File: config.mk
export PLATFORM = sky130hd
export DESIGN_NAME = cmpc_ctrl
export DESIGN_NICKNAME = d
export VERILOG_FILES = /design/src/core/cmpc_pkg.sv /design/src/core/cmpc_ctrl.sv
export VERILOG_INCLUDE_DIRS = /design/src /design/src/core
export SDC_FILE = /design/constraint.sdc
export NUM_CORES = 1
export LEC_CHECK = 0
export BUFFER_PORTS_ARGS = -buffer_cell sky130_fd_sc_hd__clkbuf_2
export CORE_ASPECT_RATIO = 1.4
export CORE_UTILIZATION = 48
export DETAILED_ROUTE_END_ITERATION = 16
export PLACE_DENSITY = 0.9
export SKIP_CTS_REPAIR_TIMING = 1
export SYNTH_ARGS = -nofsm -noshare
export SYNTH_HDL_FRONTEND = slang
export SYNTH_SLANG_ARGS = --single-unit
File: constraint.sdc
create_clock -name clk -period 2.3 [get_ports clk]
set_clock_uncertainty 0.15 [all_clocks]
set_input_delay 0.345 -clock clk [delete_from_list [all_inputs] [get_ports clk]]
set_output_delay 0.345 -clock clk [all_outputs]
set_load 0.05 [all_outputs]
File: src/core/cmpc_regs.svh
`ifndef CMPC_REGS_SVH
`define CMPC_REGS_SVH

// Register indices, byte address is four times the index
`define CMPC_IDX_MAIN 3'h0
`define CMPC_IDX_WPAIR 3'h1
`define CMPC_IDX_INSEL 3'h2
`define CMPC_IDX_THRESH 3'h5
`define CMPC_IDX_IRQC 3'h6
`define CMPC_IDX_STATE 3'h7

// Reset values
`define CMPC_RST_MAIN 8'h00
`define CMPC_RST_WPAIR 8'h00
`define CMPC_RST_INSEL 8'h00
`define CMPC_RST_THRESH 8'hFF
`define CMPC_RST_IRQC 8'h00

// Writable bits
`define CMPC_MASK_MAIN 8'hDF
`define CMPC_MASK_WPAIR 8'h03
`define CMPC_MASK_IRQC 8'h31

// Field positions
`define CMPC_BIT_ENABLE 0
`define CMPC_BIT_PADOE 6
`define CMPC_BIT_STBYRUN 7
`define CMPC_BIT_IRQEN 0
`define CMPC_BIT_FLAG 0
`define CMPC_BIT_CSTATE 4

// Delay from raw result to state bit in clock cycles
`define CMPC_SYNC_CYCLES 3

`endif

File: src/core/cmpc_pkg.sv
package cmpc_pkg;

  typedef enum logic [1:0] {
    CMPC_WIN_OFF,
    CMPC_WIN_PAIR_NEXT,
    CMPC_WIN_PAIR_SECOND_NEXT,
    CMPC_WIN_RSVD
  } cmpc_partner_t;

  typedef enum logic [1:0] {
    CMPC_WS_ABOVE,
    CMPC_WS_INSIDE,
    CMPC_WS_BELOW,
    CMPC_WS_RSVD
  } cmpc_wstate_t;

  typedef struct packed {
    logic standby_run;
    logic pad_output_enable;
    logic rsvd;
    logic [1:0] power_profile;
    logic [1:0] hysteresis_select;
    logic enable;
  } cmpc_main_t;

  typedef struct packed {
    logic invert;
    logic initial_value;
    logic [2:0] positive_input_select;
    logic [2:0] negative_input_select;
  } cmpc_insel_t;

endpackage

File: src/core/cmpc_ctrl.sv
// Contract
// Standby run bit keeps comparator on in standby; clear halts it there.
// Flags and interrupt state freeze while standby runs without clock.
// Pad output enable drives the comparator output onto its pin.
// Two-bit power profile selects profile 0 to 2; code 3 reserved.
// Two-bit hysteresis field selects none, small, medium or large.
// Enable bit switches the comparator on; zero keeps it off.
// Window partner field: off, next, second next; code 3 reserved.
// Invert bit inverts output to pin and system consumers.
// Until comparator ready, output holds the initial value bit.
// Positive select routes positive pins 0 to 3; others reserved.
// Negative select routes pins 0 to 2, code 3 threshold generator.
// Threshold register resets to FF and sets level over 256.
// Window interrupt modes: above, inside, below, outside.
// Single modes: any crossing, rise above, fall below; code 1 reserved.
// Interrupt request only when enable bit and flag both set.
// Window state reports above 0, inside 1, below 2.
// Outside window mode, state bit mirrors output level.
// In window mode, state bit is one when state matches mode.
// State bit follows comparator change three clock cycles later.
// Flag sets on mode match; writing one clears, zero ignored.
// Interrupt request stays active until software clears the flag.
// Power-down sleep disables comparator and pad drive.
// Detection uses synchronised result, current versus previous sample.
// Reserved bits and offsets 3 and 4 read zero, ignore writes.
//
// The implementer's own choice: the APB interface to the registers.
`timescale 1ns/1ps
`include "cmpc_regs.svh"

module cmpc_ctrl
  import cmpc_pkg::*;
#(
  parameter int AW = 8
)
(
  input wire logic clk,
  input wire logic rst_n,
  input wire logic psel,
  input wire logic penable,
  input wire logic pwrite,
  input wire logic [AW-1:0] paddr,
  input wire logic [31:0] pwdata,
  output logic [31:0] prdata,
  output logic pready,
  output logic pslverr,
  input wire logic cmp_raw,
  input wire logic partner_raw,
  input wire logic core_ready,
  input wire logic standby_sleep,
  input wire logic powerdown_sleep,
  output logic core_enable,
  output logic [1:0] power_profile,
  output logic [1:0] hysteresis_select,
  output logic [2:0] positive_input_select,
  output logic [2:0] negative_input_select,
  output logic [7:0] threshold_level,
  output cmpc_partner_t window_partner,
  output logic cmp_out,
  output logic out_pin_o,
  output logic out_pin_oe,
  output logic irq
);

  initial
  begin
    if (AW < 5)
      $error("cmpc_ctrl: AW must be at least 5");
  end

  cmpc_main_t main_r;
  logic [7:0] wpair_r;
  cmpc_insel_t insel_r;
  logic [7:0] thresh_r;
  logic [7:0] irqc_r;
  logic flag_r;
  logic cstate_r;
  cmpc_wstate_t wstate_r;
  logic own_s1_r;
  logic own_s2_r;
  logic par_s1_r;
  logic par_s2_r;
  logic prev_out_r;
  logic prev_match_r;
  logic cmp_out_r;
  logic [31:0] prdata_r;

  logic [2:0] idx;
  logic mapped;
  logic wr_en;
  logic rd_setup;
  logic clr_flag;
  logic win_on;
  logic out_lvl;
  cmpc_wstate_t wstate_nxt;
  logic match_nxt;
  logic trig;
  logic frozen;
  logic halted;
  logic [7:0] rd_nxt;

  // APB decode
  assign idx = paddr[4:2];
  assign mapped = (paddr[1:0] == 2'h0) && (paddr[AW-1:5] == '0);
  assign wr_en = psel && penable && pwrite && mapped;
  assign rd_setup = psel && !penable;
  assign pready = 1'b1;
  assign pslverr = psel && penable && !mapped;
  assign prdata = prdata_r;

  // Configuration registers
  always_ff @(posedge clk)
  begin
    if (!rst_n)
    begin
      main_r <= cmpc_main_t'(`CMPC_RST_MAIN);
      wpair_r <= `CMPC_RST_WPAIR;
      insel_r <= cmpc_insel_t'(`CMPC_RST_INSEL);
      thresh_r <= `CMPC_RST_THRESH;
      irqc_r <= `CMPC_RST_IRQC;
    end
    else if (wr_en)
    begin
      case (idx)
        `CMPC_IDX_MAIN: main_r <= cmpc_main_t'(pwdata[7:0] & `CMPC_MASK_MAIN);
        `CMPC_IDX_WPAIR: wpair_r <= pwdata[7:0] & `CMPC_MASK_WPAIR;
        `CMPC_IDX_INSEL: insel_r <= cmpc_insel_t'(pwdata[7:0]);
        `CMPC_IDX_THRESH: thresh_r <= pwdata[7:0];
        `CMPC_IDX_IRQC: irqc_r <= pwdata[7:0] & `CMPC_MASK_IRQC;
        default: ;
      endcase
    end
  end

  // Read data latched in the setup phase
  always_comb
  begin
    rd_nxt = 8'h00;
    case (idx)
      `CMPC_IDX_MAIN: rd_nxt = main_r;
      `CMPC_IDX_WPAIR: rd_nxt = wpair_r;
      `CMPC_IDX_INSEL: rd_nxt = insel_r;
      `CMPC_IDX_THRESH: rd_nxt = thresh_r;
      `CMPC_IDX_IRQC: rd_nxt = irqc_r;
      `CMPC_IDX_STATE: rd_nxt = {wstate_r, 1'b0, cstate_r, 3'h0, flag_r};
      default: rd_nxt = 8'h00;
    endcase
  end

  always_ff @(posedge clk)
  begin
    if (!rst_n)
      prdata_r <= 32'h0000_0000;
    else if (rd_setup)
      prdata_r <= (mapped && !pwrite) ? {24'h00_0000, rd_nxt} : 32'h0000_0000;
  end

  // Analog core controls
  assign halted = powerdown_sleep || (standby_sleep && !main_r.standby_run);
  assign core_enable = main_r.enable && !halted;
  assign power_profile = main_r.power_profile;
  assign hysteresis_select = main_r.hysteresis_select;
  assign positive_input_select = insel_r.positive_input_select;
  assign negative_input_select = insel_r.negative_input_select;
  assign threshold_level = thresh_r;
  assign window_partner = cmpc_partner_t'(wpair_r[1:0]);
  assign win_on = (window_partner == CMPC_WIN_PAIR_NEXT)
    || (window_partner == CMPC_WIN_PAIR_SECOND_NEXT);

  // Two-stage synchronisers for own and partner results
  always_ff @(posedge clk)
  begin
    if (!rst_n)
    begin
      own_s1_r <= 1'b0;
      own_s2_r <= 1'b0;
      par_s1_r <= 1'b0;
      par_s2_r <= 1'b0;
    end
    else
    begin
      own_s1_r <= cmp_raw;
      own_s2_r <= own_s1_r;
      par_s1_r <= partner_raw;
      par_s2_r <= par_s1_r;
    end
  end

  // Output level after initial value and inversion
  assign out_lvl = (main_r.enable && core_ready)
    ? (own_s2_r ^ insel_r.invert)
    : insel_r.initial_value;

  always_ff @(posedge clk)
  begin
    if (!rst_n)
      cmp_out_r <= 1'b0;
    else
      cmp_out_r <= out_lvl;
  end

  assign cmp_out = cmp_out_r;
  assign out_pin_o = cmp_out_r;
  assign out_pin_oe = main_r.pad_output_enable && !halted; // see R3

  // Window state and mode match
  always_comb
  begin
    if (own_s2_r)
      wstate_nxt = CMPC_WS_ABOVE;
    else if (par_s2_r)
      wstate_nxt = CMPC_WS_INSIDE;
    else
      wstate_nxt = CMPC_WS_BELOW;
    case (irqc_r[5:4])
      2'h0: match_nxt = (wstate_nxt == CMPC_WS_ABOVE);
      2'h1: match_nxt = (wstate_nxt == CMPC_WS_INSIDE);
      2'h2: match_nxt = (wstate_nxt == CMPC_WS_BELOW);
      default: match_nxt = (wstate_nxt != CMPC_WS_INSIDE);
    endcase
  end

  // Trigger from current versus previous sample
  always_comb
  begin
    trig = 1'b0;
    if (win_on)
      trig = match_nxt && !prev_match_r;
    else
    begin
      case (irqc_r[5:4])
        2'h0: trig = out_lvl != prev_out_r;
        2'h2: trig = out_lvl && !prev_out_r;
        2'h3: trig = !out_lvl && prev_out_r;
        default: trig = 1'b0;
      endcase
    end
  end

  assign frozen = standby_sleep || powerdown_sleep;
  assign clr_flag = wr_en && (idx == `CMPC_IDX_STATE) && pwdata[`CMPC_BIT_FLAG];

  // Status: samples, state bit and sticky flag
  always_ff @(posedge clk)
  begin
    if (!rst_n)
    begin
      prev_out_r <= 1'b0;
      prev_match_r <= 1'b0;
      cstate_r <= 1'b0;
      wstate_r <= CMPC_WS_ABOVE;
    end
    else if (!frozen)
    begin
      prev_out_r <= out_lvl;
      prev_match_r <= match_nxt;
      cstate_r <= win_on ? match_nxt : out_lvl; // see R17
      wstate_r <= win_on ? wstate_nxt : CMPC_WS_ABOVE;
    end
  end

  always_ff @(posedge clk)
  begin
    if (!rst_n)
      flag_r <= 1'b0;
    else if (!frozen && trig)
      flag_r <= 1'b1;
    else if (clr_flag)
      flag_r <= 1'b0;
  end

  assign irq = irqc_r[`CMPC_BIT_IRQEN] && flag_r;

  // Assertions
  property p_irq_gate;
    @(posedge clk) disable iff (!rst_n)
    irq == (irqc_r[0] && flag_r);
  endproperty
  a_irq_gate: assert property (p_irq_gate) else $error("irq without enable and flag");

  property p_flag_sticky;
    @(posedge clk) disable iff (!rst_n)
    flag_r && !clr_flag |=> flag_r;
  endproperty
  a_flag_sticky: assert property (p_flag_sticky) else $error("flag dropped uncleared");

  property p_set_wins;
    @(posedge clk) disable iff (!rst_n)
    trig && !frozen && clr_flag |=> flag_r;
  endproperty
  a_set_wins: assert property (p_set_wins) else $error("event lost on clear");

  property p_clear;
    @(posedge clk) disable iff (!rst_n)
    clr_flag && !(trig && !frozen) |=> !flag_r;
  endproperty
  a_clear: assert property (p_clear) else $error("flag not cleared");

  property p_frozen;
    @(posedge clk) disable iff (!rst_n)
    frozen && !clr_flag |=> $stable(flag_r) && $stable(cstate_r);
  endproperty
  a_frozen: assert property (p_frozen) else $error("status changed while frozen");

  property p_three_cycles;
    @(posedge clk) disable iff (!rst_n)
    !win_on && !insel_r.invert && main_r.enable && core_ready && !frozen
      |=> cstate_r == $past(cmp_raw, 3);
  endproperty
  a_three_cycles: assert property (p_three_cycles) else $error("state bit delay wrong");

  property p_initial_value;
    @(posedge clk) disable iff (!rst_n)
    !core_ready |=> cmp_out == $past(insel_r.initial_value);
  endproperty
  a_initial_value: assert property (p_initial_value) else $error("initial value not held");

  property p_powerdown;
    @(posedge clk) disable iff (!rst_n)
    powerdown_sleep |-> !core_enable && !out_pin_oe;
  endproperty
  a_powerdown: assert property (p_powerdown) else $error("active in power-down");

  property p_standby;
    @(posedge clk) disable iff (!rst_n)
    standby_sleep && !powerdown_sleep && main_r.enable |-> core_enable == main_r.standby_run;
  endproperty
  a_standby: assert property (p_standby) else $error("standby run ignored");

  property p_reserved_read;
    @(posedge clk) disable iff (!rst_n)
    rd_setup && mapped && !pwrite && (idx == 3'h3 || idx == 3'h4) |=> prdata == 32'h0;
  endproperty
  a_reserved_read: assert property (p_reserved_read) else $error("reserved reads nonzero");

  property p_rise_sets;
    @(posedge clk) disable iff (!rst_n)
    !win_on && irqc_r[5:4] == 2'h2 && !frozen && out_lvl && !prev_out_r |=> flag_r;
  endproperty
  a_rise_sets: assert property (p_rise_sets) else $error("rising output missed");

  property p_window_inside;
    @(posedge clk) disable iff (!rst_n)
    win_on && !frozen && !own_s2_r && par_s2_r |=> wstate_r == CMPC_WS_INSIDE;
  endproperty
  a_window_inside: assert property (p_window_inside) else $error("inside state missed");

endmodule // cmpc_ctrl

# Yosys cells after proc, flatten, opt, wreduce, memory -nomap -nowiden
# Cells that the tools add are included.
# word_totals
reg_bits	71
in_bits	50
wordCells	91
out_inout_bits	59
# classes
mux	12
n_eq_ne	14
n_reduce_logical	41
n_bitwise	1
# op_table
op	n
8-bit one-hot mux with 6 select lines	1
1-bit logical AND	18
2-bit AND reduction	5
3-bit equality test, second input constant	3
1-bit zero test	9
2-bit equality test, second input constant	4
8-bit 2-to-1 mux	1
2-bit by 1-bit equality test with 1-bit output, second input constant	3
2-bit zero test	3
3-bit zero test	2
2-bit 2-to-1 mux	3
1-bit one-hot mux with 3 select lines	2
1-bit 2-to-1 mux	5
3-bit by 1-bit equality test with 1-bit output, second input constant	1
3-bit by 2-bit equality test with 1-bit output, second input constant	1
1-bit logical OR	3
2-bit by 1-bit != test with 1-bit output, second input constant	1
2-bit nonzero test	1
1-bit != test	1
1-bit XOR	1

# Longest topological paths before layout
# logic_depth
ltp_word	8
depth_mapped	7
mapped_depth_nobuf	7

# Worst setup path after synthesis
# No wires, ideal clock.
# synth_timing
kind	input-to-output
startpoint	in paddr[0]
endpoint	out pslverr
n_path_buf	0
arrival_ps	1428
required_ps	1805
slack_ps	377
path_stages	3
cell_sequence	or4_1 nor2_1 nor2_1
# synth_via
elab_chain_cells	4
# synth_lines
element	line_no	text
start: declaration	cmpc_ctrl.sv:42	input wire logic [AW-1:0] paddr,
2-bit zero test	cmpc_ctrl.sv:104	assign mapped = (paddr[1:0] == 2'h0) && (paddr[AW-1:5] == '0);
1-bit logical AND	cmpc_ctrl.sv:104	
1-bit zero test	cmpc_ctrl.sv:108	assign pslverr = psel && penable && !mapped;
1-bit logical AND	cmpc_ctrl.sv:108	
end: declaration	cmpc_ctrl.sv:46	output logic pslverr,
# Every way passes these cells.

# Worst setup path in the final report
# layout_timing
startpoint	reg own_s2_r
endpoint	reg flag_r
# layout_via
elab_chain_cells	8
word_cells_on_any_way	18
cone_classes	eq/ne (4); mux (6); bitwise (1); reduce/logical (7)
# layout_lines
element	line_no	text
start: declaration	cmpc_ctrl.sv:80	logic own_s2_r;
start signal: assignment	cmpc_ctrl.sv:183	own_s2_r <= own_s1_r;
1-bit XOR (*)	cmpc_ctrl.sv:191	? (own_s2_r ^ insel_r.invert)
1-bit 2-to-1 mux (*)	cmpc_ctrl.sv:191	
named net out_lvl	cmpc_ctrl.sv:94	logic out_lvl;
1-bit zero test	cmpc_ctrl.sv:234	2'h3: trig = !out_lvl && prev_out_r;
1-bit logical AND	cmpc_ctrl.sv:234	
1-bit one-hot mux with 3 select lines (*)	cmpc_ctrl.sv:231	case (irqc_r[5:4])
1-bit 2-to-1 mux (*)	cmpc_ctrl.sv:227	if (win_on)
1-bit logical AND (*)	cmpc_ctrl.sv:266	else if (!frozen && trig)
1-bit 2-to-1 mux / 2-bit nonzero test (equally long branches)	n/a	
end signal: assignment	cmpc_ctrl.sv:265	flag_r <= 1'b0;
end signal: assignment	cmpc_ctrl.sv:267	flag_r <= 1'b1;
end signal: assignment	cmpc_ctrl.sv:269	flag_r <= 1'b0;
end: declaration	cmpc_ctrl.sv:76	logic flag_r;
# The timed path passes the listed nets; every way through them passes the cells marked *.
# A chain may end at the register's enable or synchronous reset.

==> results.ini <==
[sta]
max_clock_freq_ghz = 0.4796
fin_setup_tns_ns = 0
final.min_clock_period_ns = 2.085
final-hold-violation-count = 0
post-route-worst-setup-slack_ns = 0.2151
finalMaxSlewViolations = 0
finalSetupViolCount = 0
unrepaired_setup_endpoints_after_global_routing = no
hold_ws_ns = 0.09679
finalCritPeriodShare = 0.9065

[global_routing]
maximum_number_of_pins_on_one_net_before_global_route_repair = 26
antenna_found_initial = 0
grt_pass1_vias = 1940
grt_pass1_wl_mm = 9.294
overflow = 0
grt_util_all_layers = 0.2158

[power]
power_density_nw_per_um2 = 539.9
leakage_nw = 1.439
power.ir.vdd_worst_uv = 373.5
post-layout-total-power_mw = 1.524

[setup_path]
largest_fanout_on_the_critical_path = 6
dominant_delay_contributor_by_cell_family_on_the_critical_path = compound AO/OA/AOI/OAI gates
setup.worst_path.start_class = flip-flop
timing.critical_path.slowest_stage_cell = sky130_fd_sc_hd__or4_1
worst_ep_required_ns = 2.39
cpMostUsedCell = sky130_fd_sc_hd__a31oi_1
cpPeakStageDelay_ns = 0.45
setup.worst_path.class = reg2reg
arrival_time_reported_for_the_critical_path_endpoint_ns = 2.17
critPathBufInv = 1
setup.worst_path.end_class = flip-flop
worstPathCellList = xnor2_1 -> a31oi_1 -> ha_1 -> inv_1 -> a222oi_1 -> or4_1 -> a31oi_1

[final_layout]
area.sequential_sq_um = 940.9
design.final.nets = 384
areaGrowthSynthToFinish_pct = 10.53
fillerInstances = 469
multi_input_comb_area_sq_um = 1333
layout-drive-gt1-share = 0.2470
insertedDiodeCount = 0

[die]
die_h_microns = 88.31
fp.coreArea_sq_um = 5159
die_x_microns = 63.65
start_util = 0.4950
num_io_pins = 109
rows = 31
die_area_sq_um = 5620

[place]
pre_cts_setup_slack_ns = 0.2393
gpl.final_weighted_congestion = 0.8678
dp_hpwl_mm = 4.395
port_buffers = 59

[yosys]
yosys.area.top_type_share = 0.3684
synth-warning-count = 0
synth.distinct_cells = 45
yosys-top-cells-area = sky130_fd_sc_hd__dfxtp_1 37%, sky130_fd_sc_hd__mux2i_1 13%, sky130_fd_sc_hd__buf_4 11%
synth_area_sq_um = 2554
synth_top_cells_by_count = 47 x sky130_fd_sc_hd__dfxtp_1, 36 x sky130_fd_sc_hd__buf_4, 34 x sky130_fd_sc_hd__mux2i_1
yosys_register_bits = 47
synthesis.instances = 281
synth_sequential_area_ratio = 0.3684
synth-main-ff-cell = sky130_fd_sc_hd__dfxtp_1
synth-edff-count = 0
syn_area_per_cell_sq_um = 9.088
synth.most_common_cell = sky130_fd_sc_hd__dfxtp_1
synthArstFlopShare = 0
synth_top_area_cell = sky130_fd_sc_hd__dfxtp_1

[run]
maxCapViolCount = 0

[cts]
cts_root_buffer = sky130_fd_sc_hd__clkbuf_8
cts_tree = yes
cts-htree-levels = 2
clkTransAtPathRegs_ns = 0.09
cts_made_buffers = 5
cts.sink_count = 47
max-clock-path-buffers = 2
clk_latency_ns = 0.30

[detailed_routing]
finalWirelength_mm = 5.841
vias_per_cell = 5.398
drcViolationCount = 0
route.vias.total = 2127
first_pass_iters = 4
routedWlPerCell_microns = 14.82
antenna_violating_nets_post_route = 0
detailedRoute.firstIterationViolations = 73

[status]
outcome = completed

[worst_hold_path]
min_path_type = in2reg

==> stage by stage <==
step                      std cells  area, sq um  utilization
after floorplan                 304         2640            -
after global placement          386         2738       0.5307
after detailed placement        386         2738       0.5307
after CTS                       394         2823       0.5472
after global routing            394         2823       0.5472
final                           394         2823       0.5472
==> metal layers <==
layer  GRT usage  vias to the layer above  part of all wire
met5           0                        -                 0
met4      0.1281                        0             0.045
met3     0.03222                       21             0.039
met2      0.3965                       90              0.52
met1      0.2334                     1003              0.40
li1            -                     1013                 -
==> power breakdown <==
| group | leakage (nW) | internal (mW) | total (mW) | switching, mW |
|---|---|---|---|---|
| clock network | 0.0412 | 0.213 | 0.492 | 0.279 |
| registers | 0.380 | 0.817 | 0.821 | 0.00322 |
| logic | 1.02 | 0.0459 | 0.211 | 0.165 |
| total | 1.44 | 1.08 | 1.52 | 0.448 |
==> state kept, by name, summed over array words and instances, names as in the netlist, 2 cells and up <==
signal,flops
prdata,8
threshold_level,8
irqc_r,3
main_r,3
negative_input_select,3
positive_input_select,3
hysteresis_select,2
insel_r,2
power_profile,2
wpair_r,2
wstate_r,2
==> layout by cell type, fill, tap and decap left out, types with 6 or more instances in the layout <==
cell type	netlist	final
sky130_fd_sc_hd__and2_1	8	8
sky130_fd_sc_hd__clkbuf_2	0	59
sky130_fd_sc_hd__dfxtp_1	47	47
sky130_fd_sc_hd__nand2_1	17	17
sky130_fd_sc_hd__conb_1	2	25
sky130_fd_sc_hd__inv_1	11	11
sky130_fd_sc_hd__nor2_1	33	33
sky130_fd_sc_hd__a21oi_1	8	8
sky130_fd_sc_hd__buf_4	36	6
sky130_fd_sc_hd__ha_1	7	7
sky130_fd_sc_hd__mux2i_1	34	34
==> final timing paths <==
path / start / end / slack [ns] / cells after the start
max: own_s2_r / flag_r / 0.22 / 7
min: partner_raw / par_s1_r / 0.1 / 2
max reg2reg: own_s2_r / flag_r / 0.22 / 7
min reg2reg: own_s1_r / own_s2_r / 0.29 / 1
==> cells by family (layout without fill, tap and decap cells) <==
family | count (synthesis) | count (layout) | share of synthesized area
other | 2 | 25 | 0.002941
adder cells (fa/ha/maj) | 7 | 7 | 0.03430
AO/OA/AOI/OAI | 38 | 38 | 0.1156
AND/OR/NAND/NOR | 90 | 90 | 0.1906
XOR/XNOR | 2 | 2 | 0.006861
buffers and inverters | 60 | 84 | 0.1436
multiplexers | 35 | 35 | 0.1377
flip-flops | 47 | 47 | 0.3684
==> worst reg2reg max path, cell delays in order, from the launching register on <==
cell                       delay (ns)
sky130_fd_sc_hd__dfxtp_1         0.43
sky130_fd_sc_hd__xnor2_1         0.09
sky130_fd_sc_hd__a31oi_1         0.30
sky130_fd_sc_hd__ha_1            0.29
sky130_fd_sc_hd__inv_1           0.05
sky130_fd_sc_hd__a222oi_1        0.09
sky130_fd_sc_hd__or4_1           0.45
sky130_fd_sc_hd__a31oi_1         0.17
==> area by class of cell <==
class	count	share of cell area
multi-input combinational	197	0.4721
sequential	47	0.3333
timing repair buffer	65	0.1206
tap	66	0.02926
clock buffer	6	0.02571
inverter	11	0.01463
clock inverter	2	0.004433
No activity file was read; power rests on OpenSTA's default activity.
